--- src/hdl/pdc_params.svh ---
`ifndef PDC_PARAMS_SVH
`define PDC_PARAMS_SVH

// Station number handling
`define PDC_STATION_DEFAULT 7'h64
`define PDC_SELECTOR_BUS 7'h00

// Parameter module indices and key
`define PDC_IDX_UNLOCK 8'h7E
`define PDC_IDX_STATION 8'h34
`define PDC_IDX_COMMIT 8'hB4
`define PDC_IDX_JOG_INCR 8'h10
`define PDC_IDX_JOG_PAUSE 8'h11
`define PDC_IDX_LOOP_LEN 8'h12
`define PDC_IDX_LOOP_DIR 8'h13
`define PDC_IDX_JOG_EN 8'h14
`define PDC_UNLOCK_KEY 16'h00AA

// Command word bit positions
`define PDC_CMD_MAN_UP 0
`define PDC_CMD_MAN_DOWN 1
`define PDC_CMD_ACCEPT 2
`define PDC_CMD_SET_REF 3
`define PDC_CMD_REF_VALUE 4
`define PDC_CMD_NO_LOOP 5
`define PDC_CMD_MAN_REL 6
`define PDC_CMD_RELEASE 7
`define PDC_CMD_CONFIRM 8

// Status word bit positions
`define PDC_ST_REACHED 15
`define PDC_ST_RUNNING 14
`define PDC_ST_READY 12
`define PDC_ST_HW_ERR 11
`define PDC_ST_ABORTED 10
`define PDC_ST_JOG_DOWN 9
`define PDC_ST_JOG_UP 8
`define PDC_ST_POS_ERR 4

// Parameter reset values
`define PDC_JOG_INCR_RST 16'h0010
`define PDC_JOG_PAUSE_RST 16'h0004
`define PDC_LOOP_LEN_RST 16'h0040

// Timing: jog pause unit and rotation length
`define PDC_PAUSE_UNIT_US 1000
`define PDC_CLK_MHZ 25
`define PDC_PAUSE_UNIT_CYC (`PDC_PAUSE_UNIT_US * `PDC_CLK_MHZ)
`define PDC_ROTATION_RST 32'h0000_0400

`endif

--- src/hdl/pdc_pkg.sv ---
package pdc_pkg;

    // Motion sequencer states
    typedef enum logic [6:0] {
        S_IDLE = 7'h01,
        S_FWD = 7'h02,
        S_REV = 7'h04,
        S_JOG_STEP = 7'h08,
        S_JOG_PAUSE = 7'h10,
        S_JOG_RUN = 7'h20,
        S_CHECK = 7'h40
    } pdc_motion_t;

    // Station number rewrite sequence
    typedef enum logic [2:0] {
        A_LOCKED = 3'h1,
        A_UNLOCKED = 3'h2,
        A_NUMBER = 3'h4
    } pdc_addr_t;

endpackage : pdc_pkg

--- src/hdl/pdc_drive_control.sv ---
`timescale 1ns/1ps
`default_nettype none
`include "pdc_params.svh"

module pdc_drive_control #(
    parameter int PAUSE_UNIT_CYC = `PDC_PAUSE_UNIT_CYC,
    parameter int OLD_FIRMWARE = 0
) (
    input wire logic clock,
    input wire logic reset,
    // Cyclic data from master
    input wire logic [15:0] commandFlags,
    input wire logic [31:0] targetPosition,
    input wire logic [7:0] parameterIndex,
    input wire logic [15:0] parameterDataToDevice,
    input wire logic cycleStrobe,
    // Cyclic data to master
    output logic [15:0] statusFlags,
    output logic [31:0] actualPosition,
    output logic [15:0] parameterDataFromDevice,
    output logic [7:0] readBackIndex,
    // Station number
    input wire logic [6:0] addressSelector,
    output logic [6:0] stationNumber,
    // Persistent store of station number and reference
    input wire logic [6:0] storedStation,
    input wire logic storedStationValid,
    output logic storeStationWrite,
    output logic [6:0] storeStationData,
    output logic storeRefWrite,
    output logic [31:0] storeRefData,
    output logic selfReset,
    // Jog key pins
    input wire logic jogKeyUp,
    input wire logic jogKeyDown,
    // Drive and encoder
    input wire logic internalError,
    input wire logic [31:0] encoderPosition,
    output logic motorForward,
    output logic motorReverse,
    output logic motorManualSpeed
);

    if (PAUSE_UNIT_CYC < 1) begin : gen_bad_pause
        $error("PAUSE_UNIT_CYC must be at least one");
    end

    // ----------------------------------------------------------------
    // Pin synchronisers
    // ----------------------------------------------------------------
    logic [2:0] upSync_q;
    logic [2:0] downSync_q;
    logic jogUp_q;
    logic jogDown_q;

    // Three stages, change accepted when last two agree
    always_ff @(posedge clock) begin
        if (reset) begin
            upSync_q <= 3'h0;
            downSync_q <= 3'h0;
            jogUp_q <= 1'b0;
            jogDown_q <= 1'b0;
        end else begin
            upSync_q <= {upSync_q[1:0], jogKeyUp};
            downSync_q <= {downSync_q[1:0], jogKeyDown};
            if (upSync_q[1] == upSync_q[2]) begin
                jogUp_q <= upSync_q[2];
            end
            if (downSync_q[1] == downSync_q[2]) begin
                jogDown_q <= downSync_q[2];
            end
        end
    end

    // ----------------------------------------------------------------
    // Parameters and station number rewrite
    // ----------------------------------------------------------------
    pdc_pkg::pdc_addr_t addrState_q;
    logic [6:0] newStation_q;
    logic [15:0] jogIncr_q;
    logic [15:0] jogPause_q;
    logic [15:0] loopLen_q;
    logic loopReverse_q;
    logic jogParamEn_q;
    logic unlockErr_q;
    logic [15:0] paramOut_q;
    logic [7:0] echo_q;
    logic [7:0] lastIndex_q;
    logic newIndex;

    assign newIndex = cycleStrobe && (parameterIndex != lastIndex_q);

    // Sequence unlock, number, commit; plain parameters otherwise
    always_ff @(posedge clock) begin
        if (reset) begin
            addrState_q <= pdc_pkg::A_LOCKED;
            newStation_q <= 7'h00;
            jogIncr_q <= `PDC_JOG_INCR_RST;
            jogPause_q <= `PDC_JOG_PAUSE_RST;
            loopLen_q <= `PDC_LOOP_LEN_RST;
            loopReverse_q <= 1'b0;
            jogParamEn_q <= 1'b0;
            unlockErr_q <= 1'b0;
            paramOut_q <= 16'h0000;
            echo_q <= 8'h00;
            lastIndex_q <= 8'h00;
            storeStationWrite <= 1'b0;
            storeStationData <= 7'h00;
            selfReset <= 1'b0;
        end else begin
            storeStationWrite <= 1'b0;
            selfReset <= 1'b0;
            // Release low acknowledges unlock error; a new unlock wins
            if (!commandFlags[`PDC_CMD_RELEASE]) begin
                unlockErr_q <= 1'b0;
            end
            if (cycleStrobe) begin
                lastIndex_q <= parameterIndex;
                echo_q <= parameterIndex;
                unique case (parameterIndex)
                    `PDC_IDX_UNLOCK: begin
                        if (parameterDataToDevice == `PDC_UNLOCK_KEY) begin
                            addrState_q <= pdc_pkg::A_UNLOCKED;
                            unlockErr_q <= 1'b1;
                        end
                        paramOut_q <= 16'h0000;
                    end
                    `PDC_IDX_STATION: begin
                        if (addrState_q != pdc_pkg::A_LOCKED) begin
                            newStation_q <= parameterDataToDevice[6:0];
                            addrState_q <= pdc_pkg::A_NUMBER;
                        end
                        paramOut_q <= 16'h0000;
                    end
                    `PDC_IDX_COMMIT: begin
                        paramOut_q <= 16'h0000;
                        if (newIndex && addrState_q == pdc_pkg::A_NUMBER
                                && parameterDataToDevice[6:0] == newStation_q) begin
                            storeStationWrite <= 1'b1;
                            storeStationData <= newStation_q;
                            selfReset <= 1'b1;
                            addrState_q <= pdc_pkg::A_LOCKED;
                        end
                    end
                    `PDC_IDX_JOG_INCR: begin
                        jogIncr_q <= parameterDataToDevice;
                        paramOut_q <= jogIncr_q;
                    end
                    `PDC_IDX_JOG_PAUSE: begin
                        jogPause_q <= parameterDataToDevice;
                        paramOut_q <= jogPause_q;
                    end
                    `PDC_IDX_LOOP_LEN: begin
                        loopLen_q <= parameterDataToDevice;
                        paramOut_q <= loopLen_q;
                    end
                    `PDC_IDX_LOOP_DIR: begin
                        loopReverse_q <= parameterDataToDevice[0];
                        paramOut_q <= {15'h0000, loopReverse_q};
                    end
                    `PDC_IDX_JOG_EN: begin
                        jogParamEn_q <= parameterDataToDevice[0];
                        paramOut_q <= {15'h0000, jogParamEn_q};
                    end
                    default: begin
                        paramOut_q <= 16'h0000;
                    end
                endcase
            end
        end
    end

    assign parameterDataFromDevice = paramOut_q;
    assign readBackIndex = echo_q;

    // Station number: selector wins unless at zero
    always_ff @(posedge clock) begin
        if (reset) begin
            stationNumber <= `PDC_STATION_DEFAULT;
        end else if (addressSelector != `PDC_SELECTOR_BUS) begin
            stationNumber <= addressSelector;
        end else if (storedStationValid) begin
            stationNumber <= storedStation;
        end else begin
            stationNumber <= `PDC_STATION_DEFAULT;
        end
    end

    // ----------------------------------------------------------------
    // Motion sequencer
    // ----------------------------------------------------------------
    pdc_pkg::pdc_motion_t state_q;
    logic signed [31:0] pos_q;
    logic signed [31:0] goal_q;
    logic signed [31:0] final_q;
    logic [31:0] pauseCnt_q;
    logic [15:0] pauseUnits_q;
    logic jogDirUp_q;
    logic lastRunRev_q;
    logic posErr_q;
    logic hwErr_q;
    logic aborted_q;
    logic reached_q;
    logic released;
    logic accept;
    logic jogEnabled;
    logic jogUpReq;
    logic jogDownReq;
    logic signed [31:0] target;
    logic signed [31:0] loop32;
    logic signed [31:0] stepDir;

    assign released = commandFlags[`PDC_CMD_RELEASE];
    assign accept = commandFlags[`PDC_CMD_ACCEPT];
    assign jogEnabled = (jogParamEn_q || commandFlags[`PDC_CMD_MAN_REL])
                        && released && !accept;
    // Master jog or direct keys
    assign jogUpReq = (released && !accept && commandFlags[`PDC_CMD_MAN_UP])
                      || (jogEnabled && jogUp_q);
    assign jogDownReq = (released && !accept && commandFlags[`PDC_CMD_MAN_DOWN])
                        || (jogEnabled && jogDown_q);
    assign target = $signed(targetPosition);
    assign loop32 = $signed({16'h0000, loopLen_q});
    assign stepDir = jogDirUp_q ? 32'sh0000_0001 : -32'sh0000_0001;

    // Sequencer: positioning runs, jog steps, end check
    always_ff @(posedge clock) begin
        if (reset) begin
            state_q <= pdc_pkg::S_IDLE;
            pos_q <= 32'sh0000_0000;
            goal_q <= 32'sh0000_0000;
            final_q <= 32'sh0000_0000;
            pauseCnt_q <= 32'h0000_0000;
            pauseUnits_q <= 16'h0000;
            jogDirUp_q <= 1'b0;
            lastRunRev_q <= 1'b0;
            posErr_q <= 1'b0;
            hwErr_q <= 1'b0;
            aborted_q <= 1'b0;
            reached_q <= 1'b0;
            storeRefWrite <= 1'b0;
            storeRefData <= 32'h0000_0000;
        end else begin
            storeRefWrite <= 1'b0;
            if (internalError) begin
                hwErr_q <= 1'b1;
            end else if (!released) begin
                hwErr_q <= 1'b0;
            end
            if ((internalError || !released) && state_q != pdc_pkg::S_IDLE) begin
                state_q <= pdc_pkg::S_IDLE;
                aborted_q <= 1'b1;
            end else begin
                unique case (state_q)
                    pdc_pkg::S_IDLE: begin
                        if (commandFlags[`PDC_CMD_SET_REF]) begin
                            pos_q <= OLD_FIRMWARE != 0 ? 32'sh0000_0000 : target;
                            storeRefWrite <= 1'b1;
                            storeRefData <= OLD_FIRMWARE != 0 ? 32'h0000_0000 : targetPosition;
                        end else if (released && accept && !hwErr_q
                                && target != pos_q) begin
                            posErr_q <= 1'b0;
                            aborted_q <= 1'b0;
                            reached_q <= 1'b0;
                            final_q <= target;
                            if (commandFlags[`PDC_CMD_NO_LOOP] || loopLen_q == 16'h0000) begin
                                goal_q <= target;
                                state_q <= target > pos_q ? pdc_pkg::S_FWD : pdc_pkg::S_REV;
                            end else if (loopReverse_q) begin
                                goal_q <= target + loop32;
                                state_q <= pdc_pkg::S_FWD;
                            end else if (target > pos_q && !lastRunRev_q) begin
                                goal_q <= target;
                                state_q <= pdc_pkg::S_FWD;
                            end else if (target > pos_q) begin
                                goal_q <= (target - loop32 < pos_q)
                                    ? pos_q - $signed(`PDC_ROTATION_RST) : target - loop32;
                                state_q <= pdc_pkg::S_REV;
                            end else begin
                                goal_q <= target - loop32;
                                state_q <= pdc_pkg::S_REV;
                            end
                        end else if (jogUpReq || jogDownReq) begin
                            jogDirUp_q <= jogUpReq;
                            goal_q <= pos_q + (jogUpReq ? $signed({16'h0000, jogIncr_q})
                                               : -$signed({16'h0000, jogIncr_q}));
                            state_q <= pdc_pkg::S_JOG_STEP;
                        end
                    end
                    pdc_pkg::S_FWD: begin
                        lastRunRev_q <= 1'b0;
                        if (pos_q < goal_q) begin
                            pos_q <= pos_q + 32'sh0000_0001;
                        end else if (goal_q != final_q) begin
                            goal_q <= final_q;
                            state_q <= final_q > pos_q ? pdc_pkg::S_FWD : pdc_pkg::S_REV;
                        end else begin
                            state_q <= pdc_pkg::S_CHECK;
                        end
                    end
                    pdc_pkg::S_REV: begin
                        if (pos_q > goal_q) begin
                            pos_q <= pos_q - 32'sh0000_0001;
                        end else if (goal_q != final_q) begin
                            goal_q <= final_q; // Forward approach after overshoot
                            state_q <= pdc_pkg::S_FWD;
                        end else begin
                            lastRunRev_q <= 1'b1;
                            state_q <= pdc_pkg::S_CHECK;
                        end
                    end
                    pdc_pkg::S_CHECK: begin
                        posErr_q <= $signed(encoderPosition) != final_q;
                        reached_q <= 1'b1;
                        state_q <= pdc_pkg::S_IDLE;
                    end
                    pdc_pkg::S_JOG_STEP: begin
                        if (pos_q != goal_q) begin
                            pos_q <= pos_q + stepDir;
                        end else begin
                            pauseCnt_q <= 32'h0000_0000;
                            pauseUnits_q <= 16'h0000;
                            state_q <= pdc_pkg::S_JOG_PAUSE;
                        end
                    end
                    pdc_pkg::S_JOG_PAUSE: begin
                        if (!(jogDirUp_q ? jogUpReq : jogDownReq)) begin
                            state_q <= pdc_pkg::S_IDLE;
                        end else if (pauseCnt_q == 32'(PAUSE_UNIT_CYC - 1)) begin
                            pauseCnt_q <= 32'h0000_0000;
                            pauseUnits_q <= pauseUnits_q + 16'h0001;
                            // Zero pause waits for key release only
                            if (jogPause_q != 16'h0000
                                    && pauseUnits_q + 16'h0001 >= jogPause_q) begin
                                state_q <= pdc_pkg::S_JOG_RUN;
                            end
                        end else begin
                            pauseCnt_q <= pauseCnt_q + 32'h0000_0001;
                        end
                    end
                    pdc_pkg::S_JOG_RUN: begin
                        // Stop on release or a second key
                        if (!(jogDirUp_q ? jogUpReq : jogDownReq)
                                || (jogUpReq && jogDownReq)) begin
                            state_q <= pdc_pkg::S_IDLE;
                        end else begin
                            pos_q <= pos_q + stepDir;
                        end
                    end
                endcase
            end
        end
    end

    // ----------------------------------------------------------------
    // Outputs to drive and master
    // ----------------------------------------------------------------
    logic running;

    assign running = state_q != pdc_pkg::S_IDLE && state_q != pdc_pkg::S_CHECK
                     && state_q != pdc_pkg::S_JOG_PAUSE;

    // Registered motor commands and status word
    always_ff @(posedge clock) begin
        if (reset) begin
            motorForward <= 1'b0;
            motorReverse <= 1'b0;
            motorManualSpeed <= 1'b0;
            statusFlags <= 16'h0000;
            actualPosition <= 32'h0000_0000;
        end else begin
            motorForward <= running && (state_q == pdc_pkg::S_FWD
                            || (state_q != pdc_pkg::S_REV && jogDirUp_q));
            motorReverse <= running && (state_q == pdc_pkg::S_REV
                            || (state_q != pdc_pkg::S_FWD && !jogDirUp_q));
            motorManualSpeed <= state_q == pdc_pkg::S_JOG_RUN;
            actualPosition <= pos_q;
            statusFlags <= 16'h0000;
            statusFlags[`PDC_ST_REACHED] <= reached_q;
            statusFlags[`PDC_ST_RUNNING] <= running;
            statusFlags[`PDC_ST_READY] <= !hwErr_q && !unlockErr_q;
            statusFlags[`PDC_ST_HW_ERR] <= hwErr_q || unlockErr_q;
            statusFlags[`PDC_ST_ABORTED] <= aborted_q;
            statusFlags[`PDC_ST_JOG_DOWN] <= jogDown_q;
            statusFlags[`PDC_ST_JOG_UP] <= jogUp_q;
            statusFlags[`PDC_ST_POS_ERR] <= posErr_q;
        end
    end

endmodule : pdc_drive_control
`default_nettype wire

--- config.mk ---
export PLATFORM = sky130hd
export DESIGN_NAME = pdc_drive_control
export DESIGN_NICKNAME = d
export VERILOG_FILES = /design/src/hdl/pdc_pkg.sv /design/src/hdl/pdc_drive_control.sv
export VERILOG_INCLUDE_DIRS = /design/src /design/src/hdl
export SDC_FILE = /design/constraint.sdc
export NUM_CORES = 1
export LEC_CHECK = 0
export BUFFER_PORTS_ARGS = -buffer_cell sky130_fd_sc_hd__clkbuf_2
export CELL_PAD_IN_SITES_DETAIL_PLACEMENT = 1
export CELL_PAD_IN_SITES_GLOBAL_PLACEMENT = 2
export CORE_MARGIN = 5
export CORE_UTILIZATION = 38
export DETAILED_ROUTE_END_ITERATION = 12
export MAX_ROUTING_LAYER = met4
export PLACE_DENSITY_LB_ADDON = 0.1
export SLEW_MARGIN = 20
export SYNTH_ARGS = -nofsm -noshare
export SYNTH_HDL_FRONTEND = slang
export SYNTH_SLANG_ARGS = --single-unit
--- constraint.sdc ---
create_clock -name clock -period 9.2 [get_ports clock]
set_input_delay 0.46 -clock clock [delete_from_list [all_inputs] [get_ports clock]]
set_output_delay 0.46 -clock clock [all_outputs]
set_load 0.1 [all_outputs]
# [Word-level counts from Yosys, hierarchy flattened]
# Index checks and enable logic that the tools add are counted.
[classes] reduce_logical=74 n_addsub=10 muxes=71 bitwise=6 order_cmp=6 eq_ne=54
[op_table] cell="$mux W32" n=21
[op_table] cell="$pmux W32 S5" n=1
[op_table] cell="$ne A32 B32 Y1" n=4
[op_table] cell="$mux W7" n=14
[op_table] cell="$gt A32 B32 Y1" n=3
[op_table] cell="$pmux W32 S3" n=1
[op_table] cell="$pmux W16 S5" n=1
[op_table] cell="$add A32 B32 Y32" n=2
[op_table] cell="$lt A32 B32 Y1" n=2
[op_table] cell="$pmux W32 S2" n=1
[op_table] cell="$pmux W7 S7" n=1
[op_table] cell="$mux W16" n=3
[op_table] cell="$eq A8 B5 Y1 const B" n=5
[op_table] cell="$ne A2 B2 Y1 const B" n=17
[op_table] cell="$add A32 B1 Y32 const B" n=1
[op_table] cell="$add A32 B17 Y32" n=1
[op_table] cell="$add A32 B2 Y32 const B" n=1
[op_table] cell="$eq A32 B15 Y1 const B" n=1
[op_table] cell="$neg A16 Y32" n=1
[op_table] cell="$pmux W16 S2" n=1
[op_table] cell="$sub A32 B12 Y32 const B" n=1
[op_table] cell="$sub A32 B17 Y32" n=1
[op_table] cell="$sub A32 B2 Y32 const B" n=1
[op_table] cell="$logic_and A1 B1 Y1" n=24
[op_table] cell="47 further kinds" n=112
[totals] regBits=349

# [Logic depth before layout (Yosys ltp)]
[logic_depth] word_depth=11 depth_mapped=25 depth_no_buf=24

# [Worst setup path before layout]
# Ideal clock, no wire load.
[synth_path] path_kind="input-to-reg" from="input targetPosition[0]" to="register goal_q[17]" n_path_buf=0 cell_stages=23 setup_ns=0.122 arrival_time_ns=4.909 slack_ns=4.169 cell_sequence="inv_1 > ha_1 > inv_1 > fa_1 > a211oi_2 > o211ai_1 > a311oi_2 > o31ai_4 > a2111oi_2 > nand2_1 > xnor2_2 > ha_1 > a211oi_1 > o211ai_1 > o221a_2 > o31ai_1 > a221o_1 > o211ai_2 > or3b_2 > o211ai_1 > a41oi_1 > a21oi_1 > o21ai_0"
[synth_via] elab_chain_len=10
[synth_rtl] item="start: declaration" line="pdc_drive_control.sv:13" rtl="input wire logic [31:0] targetPosition,"
[synth_rtl] item="$sub A32 B17 Y32" line="pdc_drive_control.sv:276, pdc_drive_control.sv:277, pdc_drive_control.sv:280"
[synth_rtl] item="$lt A32 B32 Y1" line="pdc_drive_control.sv:276" rtl="goal_q <= (target - loop32 < pos_q)"
[synth_rtl] item="$mux W32" line="pdc_drive_control.sv:276"
[synth_rtl] item="$mux W32" line="pdc_drive_control.sv:275" rtl="end else if (target > pos_q) begin"
[synth_rtl] item="$mux W32" line="pdc_drive_control.sv:272" rtl="end else if (target > pos_q && !lastRunRev_q) begin"
[synth_rtl] item="$mux W32" line="pdc_drive_control.sv:269" rtl="end else if (loopReverse_q) begin"
[synth_rtl] item="$mux W32" line="pdc_drive_control.sv:266" rtl="if (commandFlags[`PDC_CMD_NO_LOOP] || loopLen_q == 16'h0000) begin"
[synth_rtl] item="$mux W32" line="pdc_drive_control.sv:260" rtl="end else if (released && accept && !hwErr_q"
[synth_rtl] item="$mux W32" line="pdc_drive_control.sv:256" rtl="if (commandFlags[`PDC_CMD_SET_REF]) begin"
[synth_rtl] item="$pmux W32 S3" line="pdc_drive_control.sv:254" rtl="unique case (state_q)"
[synth_rtl] item="end signal: assignment" line="pdc_drive_control.sv:267" rtl="goal_q <= target;"
[synth_rtl] item="end signal: assignment" line="pdc_drive_control.sv:270" rtl="goal_q <= target + loop32;"
[synth_rtl] item="end signal: assignment" line="pdc_drive_control.sv:273" rtl="goal_q <= target;"
[synth_rtl] item="end: declaration" line="pdc_drive_control.sv:194" rtl="logic signed [31:0] goal_q;"
# Parallel ways exist; a longest one is shown, timed or not. The select of a mux whose other input is x is not followed.
# A chain may end at the register's enable or synchronous reset.

# [Worst setup path after layout]
[layout_path] from="register loopLen_q[1]" to="register goal_q[31]"
[layout_via] elab_chain_len=10
[layout_rtl] item="start: declaration" line="pdc_drive_control.sv:82" rtl="logic [15:0] loopLen_q;"
[layout_rtl] item="start signal: assignment" line="pdc_drive_control.sv:100" rtl="loopLen_q <= `PDC_LOOP_LEN_RST;"
[layout_rtl] item="start signal: assignment" line="pdc_drive_control.sv:154" rtl="loopLen_q <= parameterDataToDevice;"
[layout_rtl] item="$sub A32 B17 Y32" line="pdc_drive_control.sv:276, pdc_drive_control.sv:277, pdc_drive_control.sv:280"
[layout_rtl] item="$lt A32 B32 Y1" line="pdc_drive_control.sv:276"
[layout_rtl] item="$mux W32" line="pdc_drive_control.sv:276"
[layout_rtl] item="$mux W32" line="pdc_drive_control.sv:275"
[layout_rtl] item="$mux W32" line="pdc_drive_control.sv:272"
[layout_rtl] item="$mux W32" line="pdc_drive_control.sv:269"
[layout_rtl] item="$mux W32 *" line="pdc_drive_control.sv:266"
[layout_rtl] item="$mux W32 *" line="pdc_drive_control.sv:260"
[layout_rtl] item="$mux W32 *" line="pdc_drive_control.sv:256"
[layout_rtl] item="$pmux W32 S3 *" line="pdc_drive_control.sv:254"
# Mark *: on every way between the ends. The rest lies on a longest branch, timed or not. The select of a mux whose other input is x is not followed.

==> results.ini <==
[final_layout]
design_area_sq_um=28400
mostFrequentLayoutCells=442 x nand2_1, 341 x dfxtp_1, 310 x a21oi_1, 302 x nor2_1, 241 x ha_1
area_growth_pct=13.5
final_common_cell=nand2_1
post-route-util_pct=43.3
final_layout_size_suffix_gt1_share_pct=11.7
nNetsFinal=3779

[clock_tree]
holdBufCountCts=0
cts_max_level=2
cts.path.max_buffers=3
clk_pin_slew_ps=60
numClockSinks=341
ctsRootBufferMaster=clkbuf_16
postCtsSetupBuffers=0
cts_tree=yes
cts_resized=0
cts-buffers-inserted=44
clock_latency_ps=600

[global_routing]
grt_pass1_wl_mm=160
overflow=0
grt_pass1_vias=26200
track_usage_pct=29.8
antenna_found_initial=2
grt_max_degree=125

[floorplan]
start_util_pct=38.2
dieArea_sq_um=71200
die_y_um=267
boundaryPins=249
placementRows=94
core-area_sq_um=65600
die_w_um=267

[logic_synthesis]
yosysSeqAreaShare_pct=27.2
synth_flop_cell=dfxtp_1
yosys_register_bits=341
synthesis.area_sq_um=25100
synthCells=3258
synth_cell_types=103
avgSynthCellArea_sq_um=7.69
synthArstFlopShare_pct=0
ys_warn_count=0
synth_edf_count=0

[placement]
routabilityCongestion=0.935
dp_hpwl_mm=82.6
io_buffer_count=231
detailedPlace.worstSlack_ps=2780
placement.cell_area_sq_um=26900

[timing]
max_slew_margin_pct=19.6
rsz0062_at_grt=no
tns_ps=0
slew_violations=0
fin_crit_sh_pct=70.5
tightest_slew_ps=1200
setup_slack_ps=2710
fin_skew_ps=13.7
setup_violations=0
fmax_mhz=154
min_period_ps=6490
hold_violations=0

[critical_path]
cp_max_fo=23
crit_top_cell=a21oi_1
cpMaxStageDelayCell=dfxtp_1
endpoint_kind=flip-flop
required_ps=9730
slowest_delay_ps=550
worst-setup-path-type=flip-flop to flip-flop
path_cells=inv_1 > ha_1 > nor2b_1 > o31a_1 > o311ai_2 > o211a_1 > nand2_1 > nor4b_1 > xor2_1 > ha_1 > a211o_1 > o211ai_1 > a21oi_1 > o31ai_1 > a221o_1 > nand2_1 > nor2_2 > buf_4 > mux2i_1 > a221oi_1 > a21oi_1 > a21oi_1
startpoint_type=flip-flop
arrival_ps=7020

[power_and_ir_drop]
p_leak_nw=11.8
power_frac_clock_pct=26.7
p_int_mw=3.71
power_switching_mw=3.04
sequentialPowerShare_pct=27.5
pwr-share-comb_pct=45.8
p_sw_share_pct=45.1
vdd_drop_max_v=0.000184
finalPower_mw=6.75
power.density_nw_per_um2=237

[drt]
vias=25400
wire_per_inst_um=24.9
drt_iter0_drc=1844
viasPerCell=5.90
drt_wl_total_mm=107
drc=0
ant_nets=0
firstDrtPassIters=5

[worst_hold_path]
min_path_type=input pin to flip-flop

[outcome]
status=finished, final reports clean

[run]
drv_cap=0

-- per-layer routing --
| layer | global-route usage, % | vias to the layer above | part of all wire [%] |
|---|---|---|---|
| met5 | - | - | 0 |
| met4 | 9.98 | 0 | 3.6 |
| met3 | 4.52 | 187 | 5.8 |
| met2 | 48.0 | 699 | 46 |
| met1 | 38.5 | 12600 | 45 |
| li1 | - | 11900 | - |
-- through the flow --
step	hold slack, ps	instances
final	79.5	4306
after global routing	85.6	4305
after CTS	55.0	4304
after detailed placement	440	4226
after global placement	423	4226
after floorplan	414	3265
-- critical path, delay by kind of cell, from the launching register on --
family,cells,cell delay (ps)
AO/OA/AOI/OAI,11,3180
AND/OR/NAND/NOR,5,1150
adder cells (fa/ha/maj),2,620
flip-flops,1,550
buffers and inverters,2,490
XOR/XNOR,1,280
multiplexers,1,130
-- cell usage after synthesis (7+ instances only) --
library cell / instances / share of area [%]
nand2_1: 443 / 6.6
dfxtp_1: 341 / 27
a21oi_1: 310 / 6.2
nor2_1: 305 / 4.6
ha_1: 241 / 12
inv_1: 145 / 2.2
o21ai_0: 137 / 2.7
clkbuf_1: 129 / 1.9
xnor2_1: 129 / 4.5
xor2_1: 102 / 3.6
nand3_1: 90 / 1.8
a21o_1: 68 / 2.0
nand4_1: 64 / 1.6
nor3_1: 58 / 1.2
mux2i_1: 54 / 2.2
nor4_1: 50 / 1.2
and3_1: 41 / 1.0
a211oi_1: 40 / 1.2
nor2b_1: 30 / 0.75
o21ai_1: 29 / 0.58
a31oi_1: 27 / 0.67
nand2b_1: 27 / 0.67
o211ai_1: 27 / 0.81
or3_1: 23 / 0.57
a221oi_1: 22 / 0.77
o21a_1: 21 / 0.63
o31ai_1: 21 / 0.63
buf_2: 19 / 0.38
and2_1: 13 / 0.32
buf_4: 12 / 0.36
and4_1: 11 / 0.38
a32o_1: 10 / 0.40
o22ai_1: 10 / 0.25
o21bai_1: 9 / 0.27
o221ai_1: 9 / 0.31
buf_1: 8 / 0.12
nand3b_1: 8 / 0.24
a211o_1: 7 / 0.24
a311oi_1: 7 / 0.24
a41oi_1: 7 / 0.24
nor3b_1: 7 / 0.21
o31a_1: 7 / 0.24
-- power groups by stage --
stage	Combinational, mW	Clock (mW)	Sequential, mW
after CTS	3.05	1.84	1.85
after detailed placement	3.03	0	1.88
after global routing	3.34	1.90	1.87
final	3.09	1.80	1.86
after floorplan	1.81	0	2.16
after global placement	2.94	0	1.88
-- final timing paths --
path	start	end	slack [ps]	cells past startpoint
worst max-delay path	loopLen_q[1]$_SDFFE_PP0P_	goal_q[31]$_SDFFE_PP0P_	2710	22
worst min-delay path	addressSelector[5]	stationNumber[5]$_SDFF_PP1_	80	3
worst max register to register	loopLen_q[1]$_SDFFE_PP0P_	goal_q[31]$_SDFFE_PP0P_	2710	22
worst min register to register	storeRefData[8]$_SDFFE_PP0P_	storeRefData[8]$_SDFFE_PP0P_	450	2
-- kinds of logic after synthesis --
kind of cell    synth area share (%)
buf+inv                         5.14
xor+xnor                        8.27
mux                             2.43
fa+ha+maj                       12.4
flops                           27.2
other cells                   0.0150
simple gates                    22.6
compound gates                  22.0
-- area by class of cell --
cell class | instances | area (sq um)
multi-input combinational | 2605 | 17000
clock buffer | 68 | 1340
clock inverter | 10 | 143
timing repair buffer | 269 | 1460
antenna | 1 | 2.50
tap | 864 | 1080
inverter | 148 | 556
fill | 8048 | 37200
sequential | 341 | 6830
-- registers in the layout, indices dropped and copies added, names as in the netlist, 7 cells and up --
| register | flops |
|---|---|
| actualPosition | 32 |
| final_q | 32 |
| goal_q | 32 |
| pauseCnt_q | 32 |
| pos_q | 32 |
| storeRefData | 32 |
| jogIncr_q | 16 |
| jogPause_q | 16 |
| loopLen_q | 16 |
| parameterDataFromDevice | 16 |
| pauseUnits_q | 16 |
| lastIndex_q | 8 |
| statusFlags | 8 |
| newStation_q | 7 |
| state_q | 7 |
| stationNumber | 7 |
| storeStationData | 7 |
Note: power is estimated with default switching activity, not from simulation.
